[config.mk]
export PLATFORM = sky130hd
export DESIGN_NAME = bsfct_core
export DESIGN_NICKNAME = d
export VERILOG_FILES = /design/src/core/bsfct_pkg.sv /design/src/core/bsfct_fifo.sv /design/src/core/bsfct_core.sv
export SDC_FILE = /design/constraint.sdc
export NUM_CORES = 1
export LEC_CHECK = 0
export CORE_AREA = 2 2 130 132
export DETAILED_ROUTE_END_ITERATION = 6
export DIE_AREA = 0 0 132 134
export DONT_BUFFER_PORTS = 1
export PLACE_DENSITY = 0.8
export SYNTH_ARGS = -nofsm -noshare
export SYNTH_HDL_FRONTEND = slang
export SYNTH_HIERARCHICAL = 1
export SYNTH_SLANG_ARGS = --single-unit
export TNS_END_PERCENT = 100
[constraint.sdc]
create_clock -name clk -period 6.95 [get_ports clk]
set_input_delay 0.695 -clock clk [delete_from_list [all_inputs] [get_ports clk]]
set_output_delay 0.695 -clock clk [all_outputs]
set_load 0.02 [all_outputs]
[src/core/bsfct_pkg.sv]
// Constants and types for the boot serial flash command tail
package bsfct_pkg;

  localparam logic [7:0]  CMD_DUMP    = 8'hFC;
  localparam logic [7:0]  CMD_CHECK   = 8'hFD;
  localparam logic [7:0]  CMD_PROG    = 8'h41;
  localparam logic [7:0]  CMD_IDCHK   = 8'hF5;
  localparam logic [7:0]  CMD_BAUD_LO = 8'hB0;
  localparam logic [7:0]  CMD_BAUD_HI = 8'hB4;

  localparam int          PAGE_BYTES  = 256;
  localparam logic [8:0]  PAGE_LAST   = 9'h0FF;
  localparam logic [1:0]  ID_HDR_LAST = 2'h3;
  localparam int          ID_LEN      = 6;
  localparam logic [7:0]  ID_LEN_B    = 8'h06;
  // Stored ID byte addresses, first byte in the low slice
  localparam logic [ID_LEN*24-1:0] ID_ADDRS = {
    24'h0FFFFB, 24'h0FFFF7, 24'h0FFFEF,
    24'h0FFFEB, 24'h0FFFE3, 24'h0FFFDF};

  localparam logic [15:0] CRC_POLY    = 16'h1021;
  localparam logic [15:0] CRC_INIT    = 16'h0000;

  localparam int          FIFO_WIDTH  = 8;
  localparam int          FIFO_DEPTH  = 8;

  typedef enum logic [2:0] {
    BAUD_9600, BAUD_19200, BAUD_38400, BAUD_57600, BAUD_115200
  } bsfct_baud_t;

  localparam bsfct_baud_t BAUD_RESET  = BAUD_9600;

  typedef struct packed {
    logic        en;
    logic        boot;
    logic [23:0] addr;
  } bsfct_rd_req_t;

endpackage

[src/core/bsfct_fifo.sv]
// Byte FIFO with valid/ready on both sides
`timescale 1ns/1ps
`default_nettype none

module bsfct_fifo #(
  parameter int WIDTH = 8,
  parameter int DEPTH = 8
) (
  input  wire logic             clk,
  input  wire logic             reset_n,
  input  wire logic             in_valid,
  output logic                  in_ready,
  input  wire logic [WIDTH-1:0] in_data,
  output logic                  out_valid,
  input  wire logic             out_ready,
  output logic      [WIDTH-1:0] out_data
);

  localparam int AW = (DEPTH > 1) ? $clog2(DEPTH) : 1;
  localparam logic [AW-1:0] LAST = AW'(DEPTH - 1);

  if (DEPTH < 2 || WIDTH < 1) begin : g_bad
    $error("bsfct_fifo: DEPTH must be >= 2 and WIDTH >= 1");
  end

  logic [WIDTH-1:0] mem_q [DEPTH];
  logic [AW-1:0]    wr_q;
  logic [AW-1:0]    rd_q;
  logic [AW:0]      cnt_q;
  wire              push = in_valid && in_ready;
  wire              pop  = out_valid && out_ready;

  assign in_ready  = (cnt_q != (AW+1)'(DEPTH));
  assign out_valid = (cnt_q != '0);
  assign out_data  = mem_q[rd_q];

  always_ff @(posedge clk) begin
    if (push) begin
      mem_q[wr_q] <= in_data;
    end
  end

  always_ff @(posedge clk or negedge reset_n) begin
    if (!reset_n) begin
      wr_q  <= '0;
      rd_q  <= '0;
      cnt_q <= '0;
    end else begin
      if (push) begin
        wr_q <= (wr_q == LAST) ? '0 : wr_q + 1'b1;
      end
      if (pop) begin
        rd_q <= (rd_q == LAST) ? '0 : rd_q + 1'b1;
      end
      if (push && !pop) begin
        cnt_q <= cnt_q + 1'b1;
      end else if (pop && !push) begin
        cnt_q <= cnt_q - 1'b1;
      end
    end
  end

endmodule // bsfct_fifo

`default_nettype wire

[src/core/bsfct_core.sv]
// Boot serial flash command tail: dump, check value, baud, ID gate
`timescale 1ns/1ps
`default_nettype none

module bsfct_core #(
  parameter int FIFO_DEPTH = bsfct_pkg::FIFO_DEPTH
) (
  input  wire logic                  clk,
  input  wire logic                  reset_n,
  input  wire logic                  rx_valid,
  input  wire logic [7:0]            rx_data,
  input  wire logic                  flash_blank,
  output bsfct_pkg::bsfct_rd_req_t   rd_req,
  input  wire logic [7:0]            rd_data,
  output logic                       tx_valid,
  output logic [7:0]                 tx_data,
  input  wire logic                  tx_ready,
  input  wire logic                  tx_busy,
  output bsfct_pkg::bsfct_baud_t     baud_sel,
  output logic                       id_ok,
  output logic                       cmd_refused
);

  typedef enum logic [3:0] {
    S_IDLE, S_ADDR_LO, S_ADDR_HI, S_DUMP_RD, S_DUMP_LAT, S_DUMP_WR,
    S_PROG, S_CRC_LO, S_CRC_HI, S_ECHO, S_BAUD_WAIT,
    S_ID_HDR, S_ID_DATA, S_ID_RD, S_ID_CMP
  } bsfct_state_t;

  if (FIFO_DEPTH < 2) begin : g_bad_depth
    $error("bsfct_core: FIFO_DEPTH must be at least 2");
  end

  function automatic logic [15:0] crc_step(input logic [15:0] c,
                                           input logic [7:0]  d);
    logic [15:0] r;
    r = c;
    for (int i = 7; i >= 0; i--) begin
      r = (r[15] ^ d[i]) ? ((r << 1) ^ bsfct_pkg::CRC_POLY) : (r << 1);
    end
    return r;
  endfunction

  bsfct_state_t           state_q,    state_d;
  logic [7:0]             cmd_q,      cmd_d;
  logic [15:0]            addr_q,     addr_d;
  logic [8:0]             idx_q,      idx_d;
  logic [15:0]            crc_q,      crc_d;
  logic [15:0]            hold_q,     hold_d;
  logic [7:0]             data_q,     data_d;
  logic [7:0]             byte_q,     byte_d;
  logic [7:0]             cnt_q,      cnt_d;
  logic                   match_q,    match_d;
  logic                   idok_q,     idok_d;
  logic                   refused_q,  refused_d;
  bsfct_pkg::bsfct_baud_t baud_q,     baud_d;
  bsfct_pkg::bsfct_rd_req_t req;

  logic                   push;
  logic [7:0]             push_data;
  logic                   fifo_ready;
  logic                   fifo_valid;

  // Gate: blank flash or matched ID lets commands through
  wire locked   = !flash_blank && !idok_q;
  wire is_baud  = (rx_data >= bsfct_pkg::CMD_BAUD_LO) &&
                  (rx_data <= bsfct_pkg::CMD_BAUD_HI);
  wire id_in    = (idx_q < 9'(bsfct_pkg::ID_LEN));
  wire [23:0] id_addr = id_in ?
    bsfct_pkg::ID_ADDRS[idx_q[2:0]*24 +: 24] : 24'h000000;
  wire id_eq    = id_in && (byte_q == rd_data);
  wire last_id  = ((idx_q + 9'h001) == {1'b0, cnt_q});
  wire [2:0] baud_code = cmd_q[2:0] - bsfct_pkg::CMD_BAUD_LO[2:0];

  always_comb begin
    state_d   = state_q;
    cmd_d     = cmd_q;
    addr_d    = addr_q;
    idx_d     = idx_q;
    crc_d     = crc_q;
    hold_d    = hold_q;
    data_d    = data_q;
    byte_d    = byte_q;
    cnt_d     = cnt_q;
    match_d   = match_q;
    idok_d    = idok_q;
    baud_d    = baud_q;
    refused_d = 1'b0;
    push      = 1'b0;
    push_data = 8'h00;
    req       = '0;
    case (state_q)
      S_IDLE: begin
        if (rx_valid) begin
          cmd_d = rx_data;
          idx_d = 9'h000;
          if (locked && rx_data != bsfct_pkg::CMD_IDCHK) begin
            refused_d = 1'b1;
          end else if (rx_data == bsfct_pkg::CMD_DUMP ||
                       rx_data == bsfct_pkg::CMD_PROG) begin
            state_d = S_ADDR_LO;
          end else if (rx_data == bsfct_pkg::CMD_CHECK) begin
            hold_d  = crc_q;
            crc_d   = bsfct_pkg::CRC_INIT;
            state_d = S_CRC_LO;
          end else if (is_baud) begin
            state_d = S_ECHO;
          end else if (rx_data == bsfct_pkg::CMD_IDCHK) begin
            state_d = S_ID_HDR;
          end
        end
      end
      S_ADDR_LO: begin
        if (rx_valid) begin
          addr_d[7:0] = rx_data;
          state_d     = S_ADDR_HI;
        end
      end
      S_ADDR_HI: begin
        if (rx_valid) begin
          addr_d[15:8] = rx_data;
          state_d = (cmd_q == bsfct_pkg::CMD_PROG) ? S_PROG : S_DUMP_RD;
        end
      end
      S_DUMP_RD: begin
        req.en   = 1'b1;
        req.boot = 1'b1;
        req.addr = {addr_q, idx_q[7:0]};
        state_d  = S_DUMP_LAT;
      end
      S_DUMP_LAT: begin
        data_d  = rd_data;
        state_d = S_DUMP_WR;
      end
      S_DUMP_WR: begin
        push      = 1'b1;
        push_data = data_q;
        if (fifo_ready) begin
          if (idx_q == bsfct_pkg::PAGE_LAST) begin
            state_d = S_IDLE;
          end else begin
            idx_d   = idx_q + 9'h001;
            state_d = S_DUMP_RD;
          end
        end
      end
      S_PROG: begin
        if (rx_valid) begin
          crc_d = crc_step(crc_q, rx_data);
          if (idx_q == bsfct_pkg::PAGE_LAST) begin
            state_d = S_IDLE;
          end else begin
            idx_d = idx_q + 9'h001;
          end
        end
      end
      S_CRC_LO: begin
        push      = 1'b1;
        push_data = hold_q[7:0];
        if (fifo_ready) begin
          state_d = S_CRC_HI;
        end
      end
      S_CRC_HI: begin
        push      = 1'b1;
        push_data = hold_q[15:8];
        if (fifo_ready) begin
          state_d = S_IDLE;
        end
      end
      S_ECHO: begin
        push      = 1'b1;
        push_data = cmd_q;
        if (fifo_ready) begin
          state_d = S_BAUD_WAIT;
        end
      end
      S_BAUD_WAIT: begin
        if (!fifo_valid && !tx_busy) begin
          baud_d  = bsfct_pkg::bsfct_baud_t'(baud_code);
          state_d = S_IDLE;
        end
      end
      S_ID_HDR: begin
        if (rx_valid) begin
          idx_d = idx_q + 9'h001;
          if (idx_q[1:0] == bsfct_pkg::ID_HDR_LAST) begin
            cnt_d   = rx_data;
            match_d = (rx_data == bsfct_pkg::ID_LEN_B);
            idx_d   = 9'h000;
            if (rx_data == 8'h00) begin
              idok_d  = 1'b0;
              state_d = S_IDLE;
            end else begin
              state_d = S_ID_DATA;
            end
          end
        end
      end
      S_ID_DATA: begin
        if (rx_valid) begin
          byte_d  = rx_data;
          state_d = S_ID_RD;
        end
      end
      S_ID_RD: begin
        req.en   = 1'b1;
        req.addr = id_addr;
        state_d  = S_ID_CMP;
      end
      S_ID_CMP: begin
        match_d = match_q && id_eq;
        if (last_id) begin
          idok_d  = match_q && id_eq;
          state_d = S_IDLE;
        end else begin
          idx_d   = idx_q + 9'h001;
          state_d = S_ID_DATA;
        end
      end
      default: begin
        state_d = S_IDLE;
      end
    endcase
  end

  always_ff @(posedge clk or negedge reset_n) begin
    if (!reset_n) begin
      state_q   <= S_IDLE;
      cmd_q     <= 8'h00;
      addr_q    <= 16'h0000;
      idx_q     <= 9'h000;
      crc_q     <= bsfct_pkg::CRC_INIT;
      hold_q    <= 16'h0000;
      data_q    <= 8'h00;
      byte_q    <= 8'h00;
      cnt_q     <= 8'h00;
      match_q   <= 1'b0;
      idok_q    <= 1'b0;
      refused_q <= 1'b0;
      baud_q    <= bsfct_pkg::BAUD_RESET;
    end else begin
      state_q   <= state_d;
      cmd_q     <= cmd_d;
      addr_q    <= addr_d;
      idx_q     <= idx_d;
      crc_q     <= crc_d;
      hold_q    <= hold_d;
      data_q    <= data_d;
      byte_q    <= byte_d;
      cnt_q     <= cnt_d;
      match_q   <= match_d;
      idok_q    <= idok_d;
      refused_q <= refused_d;
      baud_q    <= baud_d;
    end
  end

  // Transmit bytes queue here; a stalled UART stalls the command engine
  bsfct_fifo #(
    .WIDTH (bsfct_pkg::FIFO_WIDTH),
    .DEPTH (FIFO_DEPTH)
  ) u_tx_fifo (
    .clk       (clk),
    .reset_n   (reset_n),
    .in_valid  (push),
    .in_ready  (fifo_ready),
    .in_data   (push_data),
    .out_valid (fifo_valid),
    .out_ready (tx_ready),
    .out_data  (tx_data)
  );

  assign tx_valid    = fifo_valid;
  assign rd_req      = req;
  assign baud_sel    = baud_q;
  assign id_ok       = idok_q;
  assign cmd_refused = refused_q;

endmodule // bsfct_core

`default_nettype wire

Word-level counts from Yosys, hierarchy flattened
Memories as Yosys holds them, arrays and structs flattened.
Index checks and enable logic that the tools add are counted.
Widths: inputs -> output; s select.
- RAM bits: 64
- word-level logic and storage cells: 200
- memories kept: 1
- bits in registers: 109
- memory list (memory ; depth ; bits a word ; read ports ; clocked after memory_dff ; wr ports ; RTL line ; RTL):
    u_tx_fifo.mem_q ; 8 ; 8 ; 1 ; 0 ; 1 ; bsfct_fifo.sv:26 ; logic [WIDTH-1:0] mem_q [DEPTH];
- multipliers: 1
- mux-type cells: 68
- shift operators: 1
- equality and inequality tests: 48
- $lt $le $gt $ge: 3
- bitwise logic cells: 18
- $add $sub $neg: 5
- reductions and logical operators: 38
- operators by type and width (kind ; count):
    $shiftx 144x9->24 const A ; 1
    $mux 13 ; 8
    $mux 4 ; 22
    $mux 16 ; 5
    $mux 9 ; 7
    $pmux 4 s15 ; 1
    $pmux 24 s2 ; 1
    $pmux 9 s5 ; 1
    $pmux 16 s2 ; 1
    $pmux 8 s4 ; 1
    $ne 2x2->1 const B ; 15
    $eq 4x4->1 const B ; 7
    $eq 8x8->1 const B ; 3
    $mux 24 ; 1
    $not 3->3 ; 8
    $eq 4x3->1 const B ; 4
    $eq 8x7->1 const B ; 2
    $reduce_and 15->1 ; 1
    $mux 1 ; 14
    $reduce_and 6->1 ; 2
    $logic_and 1x1->1 ; 10
    $reduce_and 2->1 ; 5
    $reduce_and 5->1 ; 2
    $add 9x1->9 const B ; 1
    34 further kinds ; 59

Depth between registers and ports, before layout
- depth in word-level cells: 18
- depth in mapped cells: 13
- depth with buffers taken out: 12

Cells and area by module
The synthesis kept the hierarchy.
- modules (own cells, without submodules) (module ; instances ; area each (µm²) ; cells each):
    bsfct_core ; 1 ; 5664.2 ; 561
    bsfct_fifo ; 1 ; 3164.3 ; 159

Worst setup path after synthesis
No wires, ideal clock.
- kind: reg2reg
- start: reg state_q[0]
- end: reg u_tx_fifo.cnt_q[3]
- path buffers: 3
- stages on the path, launching flop included: 14
- setup slack: 3.693 ns
- required time: 6.819 ns
- arrival: 3.126 ns
- setup time: 0.131 ns
- cells stage by stage: dfrtp_1 -> buf_2 -> buf_1 -> buf_1 -> nand2_1 -> nand2_1 -> nand2_4 -> inv_2 -> ha_1 -> inv_1 -> ha_1 -> or4_1 -> o211ai_1 -> o211ai_1
- longest elaborated chain between the ends: 7
- elaborated cells on any way between the ends: 12
- those cells by class: eq/ne: 4; mux: 2; reduce/logical: 6
- ends and longest elaborated chain (element ; RTL line ; RTL):
    start: declaration ; bsfct_core.sv:44 ; bsfct_state_t state_q, state_d;
    start signal: assignment ; bsfct_core.sv:243 ; state_q <= state_d;
    $eq 4x4->1 / $eq 4x3->1 (equally long branches) ; bsfct_core.sv:92 ; case (state_q)
    $reduce_or 4->1 (no line) (*) ; n/a ;
    $mux 1 (*) ; bsfct_core.sv:92 ;
    named net push ; bsfct_core.sv:59 ; logic push;
    $logic_and 1x1->1 (*) ; bsfct_fifo.sv:30 ; wire push = in_valid && in_ready;
    named net u_tx_fifo.push ; bsfct_fifo.sv:30 ;
    $logic_not 1->1 ; bsfct_fifo.sv:57 ; end else if (pop && !push) begin
    $logic_and 1x1->1 ; bsfct_fifo.sv:57 ;
    $reduce_bool 2->1 (no line) ; n/a ;
    end signal: assignment ; bsfct_fifo.sv:56 ; cnt_q <= cnt_q + 1'b1;
    end signal: assignment ; bsfct_fifo.sv:58 ; cnt_q <= cnt_q - 1'b1;
    end: declaration ; bsfct_fifo.sv:29 ; logic [AW:0] cnt_q;
The timed path passes the listed nets; every way through them passes the cells marked *.
A chain may end at the register's enable or synchronous reset.

==> run_results.csv <==
group,metric,value,unit
status,status,"finished, final reports clean",
placement,place_congestion,0.921,
worst_setup_path,crit_required,6250,ps
detailed_routing,vias_per_cell,6.22,
worst_setup_path,rr_worst_depth,12,
worst_setup_path,critPathTopFamily,"flip-flops",
worst_setup_path,slowest_delay,1030,ps
clocking,cts_buffer_depth,2,
logic_synthesis,syn-num-nets,757,
finish,fin_nets,740,
detailed_routing,ant_nets,0,
global_route,grt_pass1_vias,5803,
logic_synthesis,yosysSeqAreaShare,52.7,%
logic_synthesis,syn_inst,720,
pwr,power_density,430,mW/mm^2
detailed_routing,firstDrtPassIters,5,
clocking,clk_pin_slew,70,ps
timing,fin_tns_setup,0,ps
placement,pre_cts_slack,3300,ps
pwr,ir_worst_vdd,260,uV
worst_setup_path,endpoint,"rd_req[2]",
logic_synthesis,synth-main-ff-cell,"dfrtp_1",
die,start_util,54.2,%
worst_setup_path,r2r_end,"u_tx_fifo/cnt_q[3]$_DFFE_PN0P_",
detailed_routing,wl_per_cell,20.3,um
die,row_count,47,
finish,drive_above_1_share,19.4,%
global_route,grt_start_max_net_pins,110,
worst_setup_path,timing.rr.start,"state_q[2]$_DFFE_PN0P_",
detailed_routing,vias,5820,
worst_setup_path,crit_path_end_kind,"output port",
clocking,cts_resized,0,
clocking,cts_root_buffer,"clkbuf_16",
clocking,cts_tree,"done",
logic_synthesis,syn-cell-area,0.00883,sq mm
timing,max_freq,262,MHz
worst_setup_path,arrival,3120,ps
timing,setup_viol,0,
worst_setup_path,crit_chain,"nand2b_1 -> or3_1 -> o31ai_1",
finish,diodes,0,
pwr,finalPower,4100,uW
clocking,clock_sinks,173,
logic_synthesis,synth_edf_count,64,
timing,setup_slack,3140,ps
clocking,numCtsBuffers,17,
global_route,antenna_found_initial,0,
die,fp.dieArea,0.0177,sq mm
job,cap_viol_max_count,0,
pwr,leakagePower,0.00386,uW
timing,period_share,54.8,%
clocking,cts-hold-fix-buffers,1,
logic_synthesis,yosys_warnings,6,
worst_setup_path,critPathLaunchType,"flip-flop",
worst_setup_path,crit_buf_inv,0,
die,die-width,132,um
timing,fin_crit,3810,ps
detailed_routing,wirelength,19000,um
global_route,grt_pass1_wl,30700,um
clocking,insertion_delay,430,ps
clocking,htreeDepth,4,
worst_setup_path,worstPathMaxFanout,30,
worst_setup_path,ff2ff_setup_slack,3180,ps
placement,dp_hpwl,13200,um
worst_hold_path,min_path_type,"input pin to async pin",
global_route,grt-ovfl-total,0,
worst_setup_path,cp_num_cells,3,
timing,rsz0062_at_grt,"no",
logic_synthesis,synth-async-reset-ratio,63.0,%
worst_setup_path,cpMaxStageDelayCell,"dfrtp_1",
worst_setup_path,worstSetupStartpoint,"state_q[0]$_DFFE_PN0P_",
timing,max_slew.worst_pin.slew,1110,ps
logic_synthesis,ys_ff_latch,173,
die,dieHeight,134,um
timing,fin_skew,10.0,ps
timing,drv_slew,0,
worst_setup_path,critical_path_class,"flip-flop to output port",
placement,portBuffers,0,
detailed_routing,drcViolationCount,0,
clocking,cts_setup_buffers,0,
die,boundaryPins,62,
detailed_routing,drtIter0Drc,519,
timing,max-slew-margin-rel,25.5,%
logic_synthesis,yosysUniqueCellTypes,76,
logic_synthesis,avgSynthCellArea,12.3,sq um
global_route,grt_util_all_layers,22.2,%
die,coreArea,0.0163,sq mm
finish,fillCellCount,1256,
finish,syn_to_final_growth,8.06,%
timing,hold_viol_final,0,
[cells in the mapped netlist (7+ instances only)]
cell type / count / area [sq um]
o31ai_1: 15 / 113
dfrtp_1: 109 / 2730
xnor2_1: 34 / 298
a21oi_1: 17 / 85.1
nand3_1: 14 / 70.1
mux4_1: 8 / 210
o21ai_0: 25 / 125
nand2b_1: 7 / 43.8
mux2i_1: 17 / 170
edfxtp_1: 64 / 1920
mux2_4: 9 / 135
mux2_2: 68 / 766
nand4_1: 8 / 50.1
xor2_1: 9 / 78.8
nand2_1: 82 / 308
o22ai_1: 13 / 81.3
ha_1: 14 / 175
inv_1: 9 / 33.8
clkbuf_1: 27 / 101
nor2_1: 41 / 154
mux4_2: 8 / 180
nor3_1: 11 / 55.1
[flip-flops by register name (all words and copies together) (netlist names), 4 cells and up]
register         count
addr_q              16
u_tx_fifo/cnt_q      4
cmd_q                8
state_q              4
hold_q              16
u_tx_fifo/mem_q     64
byte_q               8
crc_q               16
data_q               8
cnt_q                8
idx_q                9
[where the power goes]
group	internal [uW]	total, uW	leakage [uW]	switching [uW]
registers	1350	1690	0.00199	337
logic	685	1480	0.00159	793
clock network	484	937	0.000284	454
[stage by stage]
| stage | hold slack (ps) | utilization [%] | area [sq um] | instances |
|---|---|---|---|---|
| 2_1_floorplan | 399 | - | 8830 | 720 |
| 3_3_place_gp | 402 | 54.8 | 8920 | 903 |
| 3_5_place_dp | 402 | 54.8 | 8920 | 903 |
| 4_1_cts | 221 | 58.6 | 9540 | 936 |
| 5_1_grt | 206 | 58.6 | 9540 | 936 |
| 6_report | 202 | 58.6 | 9540 | 936 |
[cells in the final DEF, fill, tap and decap left out, types with 4 or more instances in the layout]
master and count:
or4_1 5, o21a_1 4, xnor2_1 34, inv_1 9, nand2_1 82, mux4_1 8
nor4_1 5, edfxtp_1 64, mux2_1 5, a22o_1 4, nand3_1 14, mux2i_1 17
nand4_1 8, inv_8 4, mux2_2 68, o22ai_1 13, and2_1 6, nor3_1 10
nor2_1 41, nor4b_1 4, o211ai_1 6, mux2_4 9, dfrtp_1 109, mux4_2 8
o21ai_0 25, or3_1 6, buf_4 4, clkbuf_16 17, xor2_1 9, a21oi_1 17
o31ai_1 15, ha_1 14, nand2b_1 7, nand4b_1 4
[worst min-delay path by stage]
stage | from | endpoint
after floorplan | reset_n | addr_q[0]$_DFFE_PN0P_
after global placement | reset_n | addr_q[2]$_DFFE_PN0P_
after detailed placement | reset_n | addr_q[2]$_DFFE_PN0P_
after CTS | reset_n | addr_q[1]$_DFFE_PN0P_
after global routing | reset_n | addr_q[14]$_DFFE_PN0P_
final | reset_n | addr_q[14]$_DFFE_PN0P_
[worst reg2reg max path, delay by kind of cell (launching register included)]
kind | cells | cell delay (ps)
AND/OR/NAND/NOR | 5 | 1460
flip-flops | 1 | 750
adder cells (fa/ha/maj) | 2 | 610
buffers and inverters | 3 | 590
AO/OA/AOI/OAI | 2 | 230
[final cells by class]
| class | count | area [sq um] | area share [%] |
|---|---|---|---|
| multi-input combinational | 495 | 3930 | 41.2 |
| clock buffer | 17 | 425 | 4.46 |
| sequential | 173 | 4650 | 48.7 |
| inverter | 11 | 41.3 | 0.433 |
| timing repair buffer | 5 | 57.6 | 0.603 |
| tap | 220 | 275 | 2.89 |
| clock inverter | 15 | 165 | 1.73 |
[metal layers]
| metal | track usage [%] | part of all wire (%) |
|---|---|---|
| met5 | 0 | 0 |
| met4 | 6.64 | 1.5 |
| met3 | 6.73 | 6.3 |
| met2 | 36.1 | 49 |
| met1 | 28.9 | 43 |
[cells by family (layout without fill, tap and decap cells)]
family	Yosys count	in the layout	synth area share, %
buffers and inverters	52	48	2.92
muxes	115	115	17.2
adders and majority gates	15	15	2.21
xor gates and xnor gates	43	43	4.27
DFF	173	173	52.7
AOI/OAI and AO/OA	107	107	8.39
and+or+nand+nor	215	215	12.4
Note: power is estimated with default switching activity, not from simulation.
